`src/hdl/agc_defs.svh`:
```
// constants for the gain, bias and agc control register bank
// assumes a 16-bit register port with 8-bit addresses
`ifndef AGC_DEFS_SVH
`define AGC_DEFS_SVH
`define AGC_OFS_FRAC      8'h1c
`define AGC_OFS_STEP      8'h1d
`define AGC_OFS_HGAIN     8'h1e
`define AGC_FRAC_MAX      14'd9999
`define AGC_FRAC_LSB      2
`define AGC_STEP_RST      5'h00
`define AGC_HGAIN_RST     16'hff00
`define AGC_HALF_DB_STEP  8'h01
`define AGC_BUZ_STEP      4'h1
`define AGC_GAIN_MIN      8'he8
`define AGC_GAIN_MAX      8'h77
`endif

```
`src/hdl/agc_pkg.sv`:
```
// types for the gain, bias and agc control register bank
// assumes agc_defs.svh is compiled alongside
`default_nettype none
package agc_pkg;
	typedef struct packed {
		logic        write;
		logic        read;
		logic [7:0]  addr;
		logic [15:0] wdata;
	} agc_req_t;
	typedef enum logic [1:0] {
		agc_hys_1db  = 2'b00,
		agc_hys_2db  = 2'b01,
		agc_hys_4db  = 2'b10,
		agc_hys_none = 2'b11
	} agc_hys_t;
	typedef enum logic [1:0] {
		agc_bias_3v3 = 2'b00,
		agc_bias_2v5 = 2'b01,
		agc_bias_2v0 = 2'b10
	} agc_bias_t;
endpackage
`default_nettype wire

```
`src/hdl/agc_regs.sv`:
```
// register bank: clock-loop fraction, soft-step, bias, handset gain and agc
// assumes a synchronous register port and a one-cycle fs_tick at the reference sample rate
`include "agc_defs.svh"
`default_nettype none
module agc_regs (
	input  wire logic             mclk,
	input  wire logic             reset,
	input  wire agc_pkg::agc_req_t req,
	output logic [15:0]           rdata,
	output logic                  rvalid,
	input  wire logic             clock_loop_enable,
	input  wire logic             fs_tick,
	input  wire logic             short_detect,
	input  wire logic             handset_selected,
	input  wire logic [7:0]       agc_gain_code,
	input  wire logic [7:0]       sidetone_target,
	input  wire logic [7:0]       cellphone_target,
	input  wire logic [3:0]       buzzer_target,
	output logic [13:0]           pll_fraction_applied,
	output logic                  mic_gain_step_disable,
	output logic                  conv_out_gain_step_disable,
	output logic [7:0]            sidetone_gain_applied,
	output logic [7:0]            cellphone_gain_applied,
	output logic [3:0]            buzzer_gain_applied,
	output logic [2:0]            agc_hysteresis_db,
	output logic                  agc_hysteresis_on,
	output agc_pkg::agc_bias_t    headset_bias_output,
	output logic                  handset_bias_output,
	output logic                  handset_input_mute,
	output logic [6:0]            handset_input_gain,
	output logic [2:0]            handset_agc_target,
	output logic [3:0]            handset_agc_timing,
	output logic                  handset_agc_enable
);

	// --------------------------------------------------------------
	// register storage
	// --------------------------------------------------------------
	logic [13:0] pll_fraction;
	logic [4:0]  step_dis;
	logic [1:0]  agc_hysteresis_sel;
	logic [1:0]  headset_bias_sel;
	logic        handset_bias_sel;
	logic        short_circuit_flag;
	logic [15:0] hgain;
	logic        wr_frac;
	logic        wr_step;
	logic        wr_hgain;
	logic [15:0] next_rdata;
	logic        agc_drives;

	assign wr_frac  = req.write && (req.addr == `AGC_OFS_FRAC);
	assign wr_step  = req.write && (req.addr == `AGC_OFS_STEP);
	assign wr_hgain = req.write && (req.addr == `AGC_OFS_HGAIN);
	assign agc_drives = hgain[0] && handset_selected;

	always_ff @(posedge mclk) begin
		if (reset) begin
			pll_fraction <= 14'h0000;
		end else if (wr_frac) begin
			// clamp at write so readback shows the value in use
			if (req.wdata[15:2] > `AGC_FRAC_MAX) begin
				pll_fraction <= `AGC_FRAC_MAX;
			end else begin
				pll_fraction <= req.wdata[15:2];
			end
		end
	end

	always_ff @(posedge mclk) begin
		if (reset) begin
			step_dis           <= `AGC_STEP_RST;
			agc_hysteresis_sel <= 2'h0;
			headset_bias_sel   <= 2'h0;
			handset_bias_sel   <= 1'h0;
		end else if (wr_step) begin
			step_dis           <= req.wdata[15:11];
			agc_hysteresis_sel <= req.wdata[10:9];
			headset_bias_sel   <= req.wdata[8:7];
			handset_bias_sel   <= req.wdata[6];
		end
	end

	// follows the detector one cycle late, so software sees the live state
	always_ff @(posedge mclk) begin
		if (reset) begin
			short_circuit_flag <= 1'h0;
		end else begin
			short_circuit_flag <= short_detect;
		end
	end

	always_ff @(posedge mclk) begin
		if (reset) begin
			hgain <= `AGC_HGAIN_RST;
		end else if (wr_hgain) begin
			hgain <= req.wdata;
		end
	end

	// --------------------------------------------------------------
	// read port
	// --------------------------------------------------------------
	always_comb begin
		next_rdata = 16'h0000;
		case (req.addr)
			`AGC_OFS_FRAC: begin
				next_rdata = {pll_fraction, 2'h0};
			end
			`AGC_OFS_STEP: begin
				next_rdata = {step_dis, agc_hysteresis_sel, headset_bias_sel, handset_bias_sel,
					4'h0, short_circuit_flag, 1'h0};
			end
			`AGC_OFS_HGAIN: begin
				if (agc_drives) begin
					next_rdata = {agc_gain_code, hgain[7:0]};
				end else begin
					next_rdata = hgain;
				end
			end
			default: begin
				next_rdata = 16'h0000;
			end
		endcase
	end

	always_ff @(posedge mclk) begin
		if (reset) begin
			rdata  <= 16'h0000;
			rvalid <= 1'h0;
		end else begin
			rdata  <= req.read ? next_rdata : 16'h0000;
			rvalid <= req.read;
		end
	end

	// --------------------------------------------------------------
	// clock loop fraction
	// --------------------------------------------------------------
	always_ff @(posedge mclk) begin
		if (reset) begin
			pll_fraction_applied <= 14'h0000;
		end else begin
			pll_fraction_applied <= clock_loop_enable ? pll_fraction : 14'h0000;
		end
	end

	// --------------------------------------------------------------
	// soft stepping; gains are codes, one lsb per documented step
	// --------------------------------------------------------------
	always_ff @(posedge mclk) begin
		if (reset) begin
			sidetone_gain_applied <= 8'h00;
		end else if (step_dis[2]) begin
			sidetone_gain_applied <= sidetone_target;
		end else if (fs_tick && sidetone_gain_applied < sidetone_target) begin
			sidetone_gain_applied <= sidetone_gain_applied + `AGC_HALF_DB_STEP;
		end else if (fs_tick && sidetone_gain_applied > sidetone_target) begin
			sidetone_gain_applied <= sidetone_gain_applied - `AGC_HALF_DB_STEP;
		end
	end

	always_ff @(posedge mclk) begin
		if (reset) begin
			cellphone_gain_applied <= 8'h00;
		end else if (step_dis[1]) begin
			cellphone_gain_applied <= cellphone_target;
		end else if (fs_tick && cellphone_gain_applied < cellphone_target) begin
			cellphone_gain_applied <= cellphone_gain_applied + `AGC_HALF_DB_STEP;
		end else if (fs_tick && cellphone_gain_applied > cellphone_target) begin
			cellphone_gain_applied <= cellphone_gain_applied - `AGC_HALF_DB_STEP;
		end
	end

	// buzzer code lsb is 3 dB, so one code per tick
	always_ff @(posedge mclk) begin
		if (reset) begin
			buzzer_gain_applied <= 4'h0;
		end else if (step_dis[0]) begin
			buzzer_gain_applied <= buzzer_target;
		end else if (fs_tick && buzzer_gain_applied < buzzer_target) begin
			buzzer_gain_applied <= buzzer_gain_applied + `AGC_BUZ_STEP;
		end else if (fs_tick && buzzer_gain_applied > buzzer_target) begin
			buzzer_gain_applied <= buzzer_gain_applied - `AGC_BUZ_STEP;
		end
	end

	// --------------------------------------------------------------
	// decoded controls toward the analog and agc blocks
	// --------------------------------------------------------------
	always_ff @(posedge mclk) begin
		if (reset) begin
			mic_gain_step_disable      <= 1'h0;
			conv_out_gain_step_disable <= 1'h0;
		end else begin
			mic_gain_step_disable      <= step_dis[4];
			conv_out_gain_step_disable <= step_dis[3];
		end
	end

	always_ff @(posedge mclk) begin
		if (reset) begin
			agc_hysteresis_db <= 3'h1;
		end else begin
			case (agc_hysteresis_sel)
				agc_pkg::agc_hys_1db: begin
					agc_hysteresis_db <= 3'h1;
				end
				agc_pkg::agc_hys_2db: begin
					agc_hysteresis_db <= 3'h2;
				end
				agc_pkg::agc_hys_4db: begin
					agc_hysteresis_db <= 3'h4;
				end
				default: begin
					agc_hysteresis_db <= 3'h0;
				end
			endcase
		end
	end

	// hysteresis only matters while the agc owns the handset gain
	always_ff @(posedge mclk) begin
		if (reset) begin
			agc_hysteresis_on <= 1'h0;
		end else begin
			agc_hysteresis_on <= (agc_hysteresis_sel != agc_pkg::agc_hys_none) && agc_drives;
		end
	end

	always_ff @(posedge mclk) begin
		if (reset) begin
			headset_bias_output <= agc_pkg::agc_bias_3v3;
		end else begin
			case (headset_bias_sel)
				2'b00: begin
					headset_bias_output <= agc_pkg::agc_bias_3v3;
				end
				2'b01: begin
					headset_bias_output <= agc_pkg::agc_bias_2v5;
				end
				default: begin
					headset_bias_output <= agc_pkg::agc_bias_2v0;
				end
			endcase
		end
	end

	always_ff @(posedge mclk) begin
		if (reset) begin
			handset_bias_output <= 1'h0;
		end else begin
			handset_bias_output <= handset_bias_sel;
		end
	end

	always_ff @(posedge mclk) begin
		if (reset) begin
			handset_input_mute <= 1'h1;
			handset_input_gain <= 7'h7f;
		end else begin
			// while agc is enabled the mute is forced off; the manual gain field still drives handset_input_gain
			handset_input_mute <= hgain[0] ? 1'h0 : hgain[15];
			handset_input_gain <= hgain[14:8];
		end
	end

	always_ff @(posedge mclk) begin
		if (reset) begin
			handset_agc_target <= 3'h0;
			handset_agc_timing <= 4'h0;
			handset_agc_enable <= 1'h0;
		end else begin
			handset_agc_target <= hgain[7:5];
			handset_agc_timing <= hgain[4:1];
			handset_agc_enable <= hgain[0];
		end
	end

endmodule
`default_nettype wire

```
`config.mk`:
```
export PLATFORM = sky130hd
export DESIGN_NAME = agc_regs
export DESIGN_NICKNAME = d
export VERILOG_FILES = /design/src/hdl/agc_pkg.sv /design/src/hdl/agc_regs.sv
export VERILOG_INCLUDE_DIRS = /design/src /design/src/hdl
export SDC_FILE = /design/constraint.sdc
export NUM_CORES = 1
export LEC_CHECK = 0
export BUFFER_PORTS_ARGS = -buffer_cell sky130_fd_sc_hd__buf_2
export CELL_PAD_IN_SITES_DETAIL_PLACEMENT = 0
export CELL_PAD_IN_SITES_GLOBAL_PLACEMENT = 1
export CORE_MARGIN = 5
export CORE_UTILIZATION = 40
export CTS_CLUSTER_SIZE = 20
export DETAILED_ROUTE_END_ITERATION = 10
export GPL_TIMING_DRIVEN = 0
export PLACE_DENSITY_LB_ADDON = 0.1
export SYNTH_ARGS = -nofsm -noshare
export SYNTH_HDL_FRONTEND = slang
export SYNTH_SLANG_ARGS = --single-unit
```
`constraint.sdc`:
```
create_clock -name mclk -period 5.1 [get_ports mclk]
set_clock_uncertainty 0.05 [all_clocks]
set_input_delay 1.275 -clock mclk [delete_from_list [all_inputs] [get_ports mclk]]
set_output_delay 1.275 -clock mclk [all_outputs]
set_load 0.02 [all_outputs]
```
==> results of run 1 <==
## routing by layer
metal	wire (µm)	track usage [%]	up-vias
met2	7080	31.2	134
met3	828	5.34	24
met5	7	0	-
met1	6790	23.9	2129
li1	-	-	2365
met4	233	7.07	2
## per-stage QoR
stage / worst slack [ns] / utilization, %
CTS: 0.483 / 52.0
global route: 0.227 / 52.0
global placement: 0.154 / 47.6
floorplan: 0.616 / -
finish: 0.484 / 52.0
detailed placement: 0.0497 / 47.6
## layout by cell type, fill, tap and decap left out, types with 11 or more instances in the layout
master / instances
xnor2_1: 11
mux2i_1: 39
nor3_1: 21
nand3b_1: 11
buf_2: 139
nor2b_1: 16
nor2_1: 57
nand2_1: 64
a21o_1: 15
ha_1: 36
clkbuf_1: 22
clkbuf_16: 17
o21ai_0: 13
and2_1: 14
a211oi_1: 13
a21oi_1: 26
inv_1: 26
dfxtp_1: 117
## registers in the layout, summed over array words and instances (netlist names), 2 cells and up
name / cells
agc_hysteresis_sel: 2
step_dis: 5
buzzer_gain_applied: 4
handset_agc_timing: 4
handset_agc_target: 3
headset_bias_sel: 2
rdata: 16
hgain: 16
cellphone_gain_applied: 8
pll_fraction: 14
handset_input_gain: 7
pll_fraction_applied: 14
agc_hysteresis_db: 3
headset_bias_output: 2
sidetone_gain_applied: 8
## worst max-delay path: cells and delay by family
family / cells / cell delay [ns]
AOI/OAI and AO/OA: 6 / 1.53
adders and majority gates: 2 / 0.89
buffers and inverters: 2 / 0.13
and+or+nand+nor: 4 / 0.99
## cell families after synthesis
family          share of synthesized area (%)
compound gates                           12.5
xor+xnor                                 1.93
fa+ha+maj                                9.38
buf+inv                                  3.70
flops                                    43.0
mux                                      7.58
simple gates                             21.8
## final timing paths
path | to | cells past startpoint | start
worst max-delay path | cellphone_gain_applied[7] | 14 | cellphone_target[2]
worst min-delay path | pll_fraction[12] | 2 | pll_fraction[12]
worst max register to register | sidetone_gain_applied[7] | 12 | sidetone_gain_applied[0]
worst min register to register | pll_fraction[12] | 2 | pll_fraction[12]
## report_power, final
group	internal [mW]	switching, mW	leakage [nW]
clock network	0.722	0.438	0.269
registers	0.984	0.0904	0.949
logic	0.524	0.587	2.05
## layout make-up
type                       count  area [µm²]
multi-input combinational    422        2900
inverter                      26        97.6
buffer                        26         104
clock inverter                14         155
fill                        1303        6380
tap                          176         220
clock buffer                  18         429
sequential                   117        2340
timing repair buffer         134         671
==> reports/qor.yml, run 1 <==
portBuffers: 134
synth_largest_area_cell: "dfxtp_1"
dp_hpwl_mm: 11.2
synthArstFlopShare_pct: 0
end_kind: "flip-flop"
cp.required_ns: 5.31
setup-tns-final_ns: 0
detail_route.first_pass.iterations: 5
dp.cells: 901
powerDensity_nw_per_um2: 483
peakVddDrop_v: 0.000287
period_minus_slack_ns: 4.62
r2r_slack_ns: 1.01
cts_resized: 0
relSlewSlack_pct: 25.5
status: "complete, no violations"
clock-sinks: 117
die_x_um: 127
rsz0062_at_grt: "false"
crit_fanout: 13
syn_inst: 591
maxCapViolCount: 0
whs_ns: 0.413
grt_pass1_wl_mm: 24.3
tightest_slew_ns: 1.12
cp_slowest_cell: "ha_1"
diodes: 0
grt_usage_pct: 19.0
cp_common_cell: "ha_1"
antenna_found_initial: 1
setup_viol: 0
finalWirelength_mm: 14.9
via_per_inst: 4.99
start_kind: "primary input"
post_cts_buffers: 0
min_path_type: "flip-flop to flip-flop"
yosys-top-cells-area: "dfxtp_1 (43%), ha_1 (8.3%), mux2i_1 (7.2%)"
dieHeight_um: 127
leakagePower_nw: 3.27
path_clk_slew_ns: 0.05
first_global_vias: 4745
fin_nets: 843
num_rows: 42
yosys.area.top_type_share_pct: 43.0
cpPeakStageDelay_ns: 0.57
drt_iter0_markers: 233
cp_cell_sequence: "buf_2 -> inv_1 -> ha_1 -> a21o_1 -> a211oi_1 -> o2111ai_1 -> ha_1 -> a211oi_2 -> nor2_1 -> or4_4 -> a31oi_4 -> and4bb_2 -> nor3_1 -> a31oi_1"
final_area_um2: 6920
avgSynthCellArea_um2: 9.21
synth.distinct_cells: 48
clock_path_buffers: 2
synthMostInstantiatedCell: "dfxtp_1"
die_area_um2: 16000
grt_max_degree: 17
hold_violations: 0
vias: 4654
initial_core_util_pct: 40.9
slew_violations: 0
synth_commonest_cells: "dfxtp_1 (117), nand2_1 (64), nor2_1 (57), mux2i_1 (39), ha_1 (36)"
grt_overflow_total: 0
layout-drive-gt1-share_pct: 25.1
synth_area_um2: 5440
cts_made_buffers: 17
clock_latency_ns: 0.42
power_mw: 3.35
ys.flop_type: "dfxtp_1"
ios: 136
syn_to_final_growth_pct: 27.1
seq_area_frac_synth_pct: 43.0
cts_root_buffer: "clkbuf_16"
gp_routability_congestion: 0.838
syn-num-nets: 690
avgRoutedWirePerCell_um: 16.0
arrival_ns: 4.83
clock.fmax_mhz: 217
cts-htree-levels: 4
worstSetupPathType: "primary input to flip-flop"
ant_nets: 0
placed_area_um2: 6330
yosysWarningCount: 0
cts_hold_buffers: 0
cts_tree: "built"
timing.final.crit_share_pct: 90.5
core_um2: 13300
synth_edf_count: 0
drcViolationCount: 0
ys_ff_latch: 117
fin_cells: 933
(Power assumes the default switching activity.)
==> run 2: changes to the inputs <==
--- a/config.mk
+++ b/config.mk
@@ -9,7 +9,7 @@
 export BUFFER_PORTS_ARGS = -buffer_cell sky130_fd_sc_hd__buf_2
 export CELL_PAD_IN_SITES_DETAIL_PLACEMENT = 0
 export CELL_PAD_IN_SITES_GLOBAL_PLACEMENT = 1
-export CORE_MARGIN = 5
+export CORE_MARGIN = 2
 export CORE_UTILIZATION = 40
 export CTS_CLUSTER_SIZE = 20
 export DETAILED_ROUTE_END_ITERATION = 10
==> run 2 against run 1 <==
Cell area rose by 0.31%; first-iteration DRC count fell by 2.1%; utilization rose by 0.37 points; via count fell by 0.41%; largest power group unchanged; critical endpoint is now sidetone_gain_applied[7]; count of clock-buffer cells in the layout rose by 3; critical path depth fell by 1; critical path type unchanged; hold slack got worse by 0.0037 ns; register-to-register slack got worse by 0.04 ns; global-route usage rose by 1.6 points.
==> reports/qor.yml, run 2 (synthesized netlist as in run 1, its figures left out) <==
status: "complete, no violations"
diodes: 0  # unchanged
setup_viol: 0  # unchanged
ant_nets: 0  # unchanged
die_x_um: 121  # -4.7%
tightest_slew_ns: 1.14  # +0.0249 ns
crit_fanout: 13  # unchanged
final_common_cell: "buf_2"
period_minus_slack_ns: 4.70  # +0.0866 ns
leakagePower_nw: 3.30  # +0.72%
syn_to_final_growth_pct: 27.5
core_um2: 13200  # -0.40%
drcViolationCount: 0  # unchanged
layout-drive-gt1-share_pct: 24.7  # -0.36 points
dieHeight_um: 121  # -4.7%
slew_violations: 0  # unchanged
grt_usage_pct: 20.7  # +1.6 points
cpPeakStageDelay_ns: 0.58  # about the same
clock_path_buffers: 2  # unchanged
detail_route.first_pass.iterations: 5  # unchanged
cts_made_buffers: 17  # unchanged
cts_resized: 0  # unchanged
portBuffers: 134  # unchanged
arrival_ns: 4.99  # +0.16 ns
dp_slack_ns: -0.0687  # -0.118 ns
rsz0062_at_grt: "false"
path_clk_slew_ns: 0.05  # about the same
first_global_vias: 4519  # -4.8%
worst_slack_ns: 0.398  # -0.0866 ns
post_cts_buffers: 0  # unchanged
gp_routability_congestion: 0.818  # -2.3%
initial_core_util_pct: 41.1  # +0.16 points
via_per_inst: 4.97  # -0.30%
cts_hold_buffers: 0  # unchanged
num_rows: 42  # unchanged
peakVddDrop_v: 0.000286  # -0.15%
cp_slowest_cell: "o2111ai_1"
grt_overflow_total: 0  # unchanged
fin_nets: 843  # unchanged
utilization_pct: 52.4  # +0.37 points
clock-sinks: 117  # unchanged
worstSetupPathType: "primary input to flip-flop"
start_kind: "primary input"
cts_tree: "built"
cp_cell_sequence: "buf_2 -> inv_1 -> ha_1 -> and4b_1 -> a211oi_1 -> o2111ai_1 -> ha_1 -> a211oi_2 -> nor2_1 -> or4_4 -> a31oi_4 -> or4b_1 -> a31oi_1"
crit_family: "compound AO/OA/AOI/OAI gates"
antenna_found_initial: 0  # -1
relSlewSlack_pct: 23.8  # -1.7 points
top_regs: "hgain (16), rdata (16)"
hold_violations: 0  # unchanged
cp.required_ns: 5.39  # +0.08 ns
maxCapViolCount: 0  # unchanged
crit_buf_inv: 2  # unchanged
cp_common_cell: "ha_1"
cts-htree-levels: 4  # unchanged
grt_pass1_wl_mm: 23.2  # -4.6%
clock_latency_ns: 0.42  # about the same
avgRoutedWirePerCell_um: 15.6  # -2.5%
min_path_type: "flip-flop to flip-flop"
layout_common_cells: "buf_2 (139), dfxtp_1 (117), nand2_1 (64), nor2_1 (57), mux2i_1 (39)"
finalWirelength_mm: 14.5  # -2.6%
timing.final.crit_share_pct: 92.2  # +1.7 points
drt_iter0_markers: 228  # -2.1%
cts_root_buffer: "clkbuf_16"
end_kind: "flip-flop"
clock.fmax_mhz: 213  # -1.8%
ios: 136  # unchanged
grt_max_degree: 17  # unchanged
powerDensity_nw_per_um2: 493  # +1.9%
die_area_um2: 14600  # -9.3%
vias: 4635  # -0.41%
power_mw: 3.42  # +2.2%
dp_hpwl_mm: 10.9  # -2.9%
==> run 2: path summary, 6_finish.rpt <==
check                             endpoint  depth (start not counted)  slack [ns]                     start
hold / removal            pll_fraction[11]                          2        0.41          pll_fraction[11]
setup reg to reg  sidetone_gain_applied[7]                         12        0.97  sidetone_gain_applied[0]
hold reg to reg           pll_fraction[11]                          2        0.41          pll_fraction[11]
setup / recovery  sidetone_gain_applied[7]                         13        0.40        sidetone_target[2]
==> run 2: final cells by class <==
cell class | count | area, µm²
flip-flops and latches | 117 | 2340
repair buffers | 134 | 671
inverters | 26 | 97.6
clock inverters | 10 | 155
plain buffers | 26 | 104
well taps | 176 | 220
multi-input cells | 422 | 2900
fillers | 1310 | 6300
clock buffers | 21 | 450
==> run 2: power breakdown <==
group          internal [mW]  leakage (nW)  switching (mW)
clock                  0.822         0.293           0.408
combinational          0.523          2.05           0.593
sequential             0.985         0.949          0.0890
total                   2.33          3.30            1.09
==> run 2: worst reg2reg max path: cells and delay by family, from the launching register on <==
kind,cells,cell delay [ns]
AOI/OAI and AO/OA,5,1.60
and+or+nand+nor,4,1.24
adders and majority gates,2,0.61
DFF,1,0.44
buffers and inverters,1,0.11
==> run 2: metrics by stage <==
step | area (µm²) | cells | hold slack, ns | TNS [ns]
floorplan | 5440 | 591 | 0.384 | 0
CTS | 6940 | 932 | 0.412 | 0
global placement | 6330 | 901 | 0.399 | 0
finish | 6940 | 932 | 0.410 | 0
global route | 6940 | 932 | 0.444 | 0
detailed placement | 6330 | 901 | 0.405 | -0.0687
==> run 2: layer usage <==
metal	GRT usage, %	vias to the layer above	share of wire (%)
met4	6.32	0	1.3
li1	-	2360	-
met3	6.32	18	6.0
met5	0	-	0
met2	34.1	124	46
met1	25.9	2133	46
==> run 3: changes to the inputs <==
==> constraint.sdc (replaced) <==
create_clock -name mclk -period 4.6 [get_ports mclk]
set_clock_uncertainty 0.05 [all_clocks]
set_input_delay 1.15 -clock mclk [delete_from_list [all_inputs] [get_ports mclk]]
set_output_delay 1.15 -clock mclk [all_outputs]
set_load 0.02 [all_outputs]
==> run 3 against run 2 <==
Cell count did not move; via count rose by 0.45%; flip-flop and latch count did not move; wire length barely moved; power rose by 11%; hold slack barely moved; critical path depth rose by 1; worst setup slack got worse by 0.13 ns; largest power group unchanged; sequential share of layout area fell by 0.061 points; critical path type unchanged; die area did not move.
==> reports/qor.yml, run 3 (synthesized netlist as in run 1, its figures left out) <==
status: "complete, no violations"
portBuffers: 134  # unchanged
period_minus_slack_ns: 4.33
r2r_slack_ns: 0.77  # -0.20 ns
antenna_found_initial: 0  # unchanged
cts_made_buffers: 17  # unchanged
path_clk_slew_ns: 0.05  # about the same
dieHeight_um: 121  # unchanged
gp_routability_congestion: 0.818  # unchanged
grt_usage_pct: 20.7  # about the same
drcViolationCount: 0  # unchanged
grt_overflow_total: 0  # unchanged
crit_fanout: 13  # unchanged
tightest_slew_ns: 0.734  # -0.408 ns
utilization_pct: 52.5  # +0.094 points
end_kind: "flip-flop"
syn_to_final_growth_pct: 27.7
maxCapViolCount: 0  # unchanged
clock_path_buffers: 2  # unchanged
drt_iter0_markers: 208  # -8.8%
cts_hold_buffers: 0  # unchanged
grt_pass1_wl_mm: 23.2  # about the same
diodes: 0  # unchanged
timing.final.crit_share_pct: 94.2
cts_tree: "built"
clock.fmax_mhz: 231
whs_ns: 0.410  # +0.000445 ns
clock-sinks: 117  # unchanged
cp.required_ns: 4.81  # -0.58 ns
grt_max_degree: 17  # unchanged
initial_core_util_pct: 41.1  # unchanged
layout-drive-gt1-share_pct: 25.0  # +0.26 points
arrival_ns: 4.55  # -0.44 ns
dp_hpwl_mm: 10.9  # unchanged
vias: 4656  # +0.45%
final_common_cell: "buf_2"
slew_violations: 0  # unchanged
rsz0062_at_grt: "false"
min_path_type: "flip-flop to flip-flop"
min_to: "pll_fraction[11]"
avgRoutedWirePerCell_um: 15.6  # about the same
setup_viol: 0  # unchanged
fin_nets: 843  # unchanged
core_um2: 13200  # unchanged
via_per_inst: 5.00  # +0.45%
peakVddDrop_v: 0.000318  # +11%
hold_violations: 0  # unchanged
setup-tns-final_ns: 0  # unchanged
ant_nets: 0  # unchanged
clock_latency_ns: 0.42  # about the same
whs_path_depth: 2  # unchanged
detail_route.first_pass.iterations: 6  # +1
cts-htree-levels: 4  # unchanged
reg2reg_to: "sidetone_gain_applied[7]"
post_cts_buffers: 0  # unchanged
leakagePower_nw: 3.30  # +0.11%
layout_common_cells: "buf_2 (139), dfxtp_1 (117), nand2_1 (64), nor2_1 (57), mux2i_1 (39)"
crit_start: "sidetone_target[2]"
start_kind: "primary input"
die_x_um: 121  # unchanged
reg2reg_from: "sidetone_gain_applied[1]"
powerDensity_nw_per_um2: 546  # +11%
power_mw: 3.79  # +11%
finalWirelength_mm: 14.6  # about the same
cts_root_buffer: "clkbuf_16"
worstSetupPathType: "primary input to flip-flop"
ios: 136  # unchanged
die_area_um2: 14600  # unchanged
r2r_cells: 12  # unchanged
num_rows: 42  # unchanged
first_global_vias: 4519  # unchanged
min-delay-start: "pll_fraction[11]"
relSlewSlack_pct: 51.1  # +27 points
top_regs: "hgain (16), rdata (16)"
-- run 3: through the flow --
stage                     area [µm²]  setup WS [ns]  std cells
final                           6950          0.265        932
after global routing            6950         0.0416        932
after CTS                       6950          0.112        932
after detailed placement        6330         -0.444        901
after global placement          6330         -0.296        901
after floorplan                 5440          0.241        591
-- run 3: worst max-delay path by stage --
stage | endpoint | depth (start not counted)
after floorplan | sidetone_gain_applied[7] | 12
after global placement | sidetone_gain_applied[7] | 13
after detailed placement | sidetone_gain_applied[7] | 14
after CTS | cellphone_gain_applied[7] | 13
after global routing | sidetone_gain_applied[7] | 14
final | sidetone_gain_applied[7] | 14
-- run 3: layout make-up --
cell class | count | area (µm²)
Multi-Input combinational cell | 422 | 2910
Inverter | 26 | 97.6
Tap cell | 176 | 220
Timing Repair Buffer | 134 | 671
Clock buffer | 21 | 450
Clock inverter | 10 | 155
Fill cell | 1308 | 6290
Sequential cell | 117 | 2340
Buffer | 26 | 104
-- run 3: power by group --
| part | switching (mW) | total, mW | internal, mW |
|---|---|---|---|
| Combinational | 0.662 | 1.24 | 0.582 |
| Clock | 0.447 | 1.36 | 0.911 |
| Sequential | 0.0987 | 1.19 | 1.09 |
| Total | 1.21 | 3.79 | 2.59 |
-- run 3: metal layers --
layer,vias up,GRT usage [%],part of all wire (%)
met2,145,34.1,47
met5,-,0,0
met4,0,6.32,0.90
met1,2136,26.0,46
met3,11,6.32,6.3
li1,2364,-,-
-- run 3: critical path, stage by stage --
cell       delay (ns)
buf_2            0.09
inv_1            0.04
ha_1             0.31
and4b_1          0.21
a211oi_1         0.33
o2111ai_2        0.40
ha_1             0.46
a211oi_2         0.24
nor2_1           0.11
or4_4            0.44
a31oi_4          0.23
and4bb_2         0.26
nor3_1           0.20
a31oi_1          0.10
-- run 3: what timing repair did --
action | 4_1_cts | 5_1_grt
endpoints found under the hold margin | 0 | 0
resized for setup | 1 | 1
cloned | 0 | 0
setup endpoints to repair | 1 | 1
pin swaps | 0 | 0
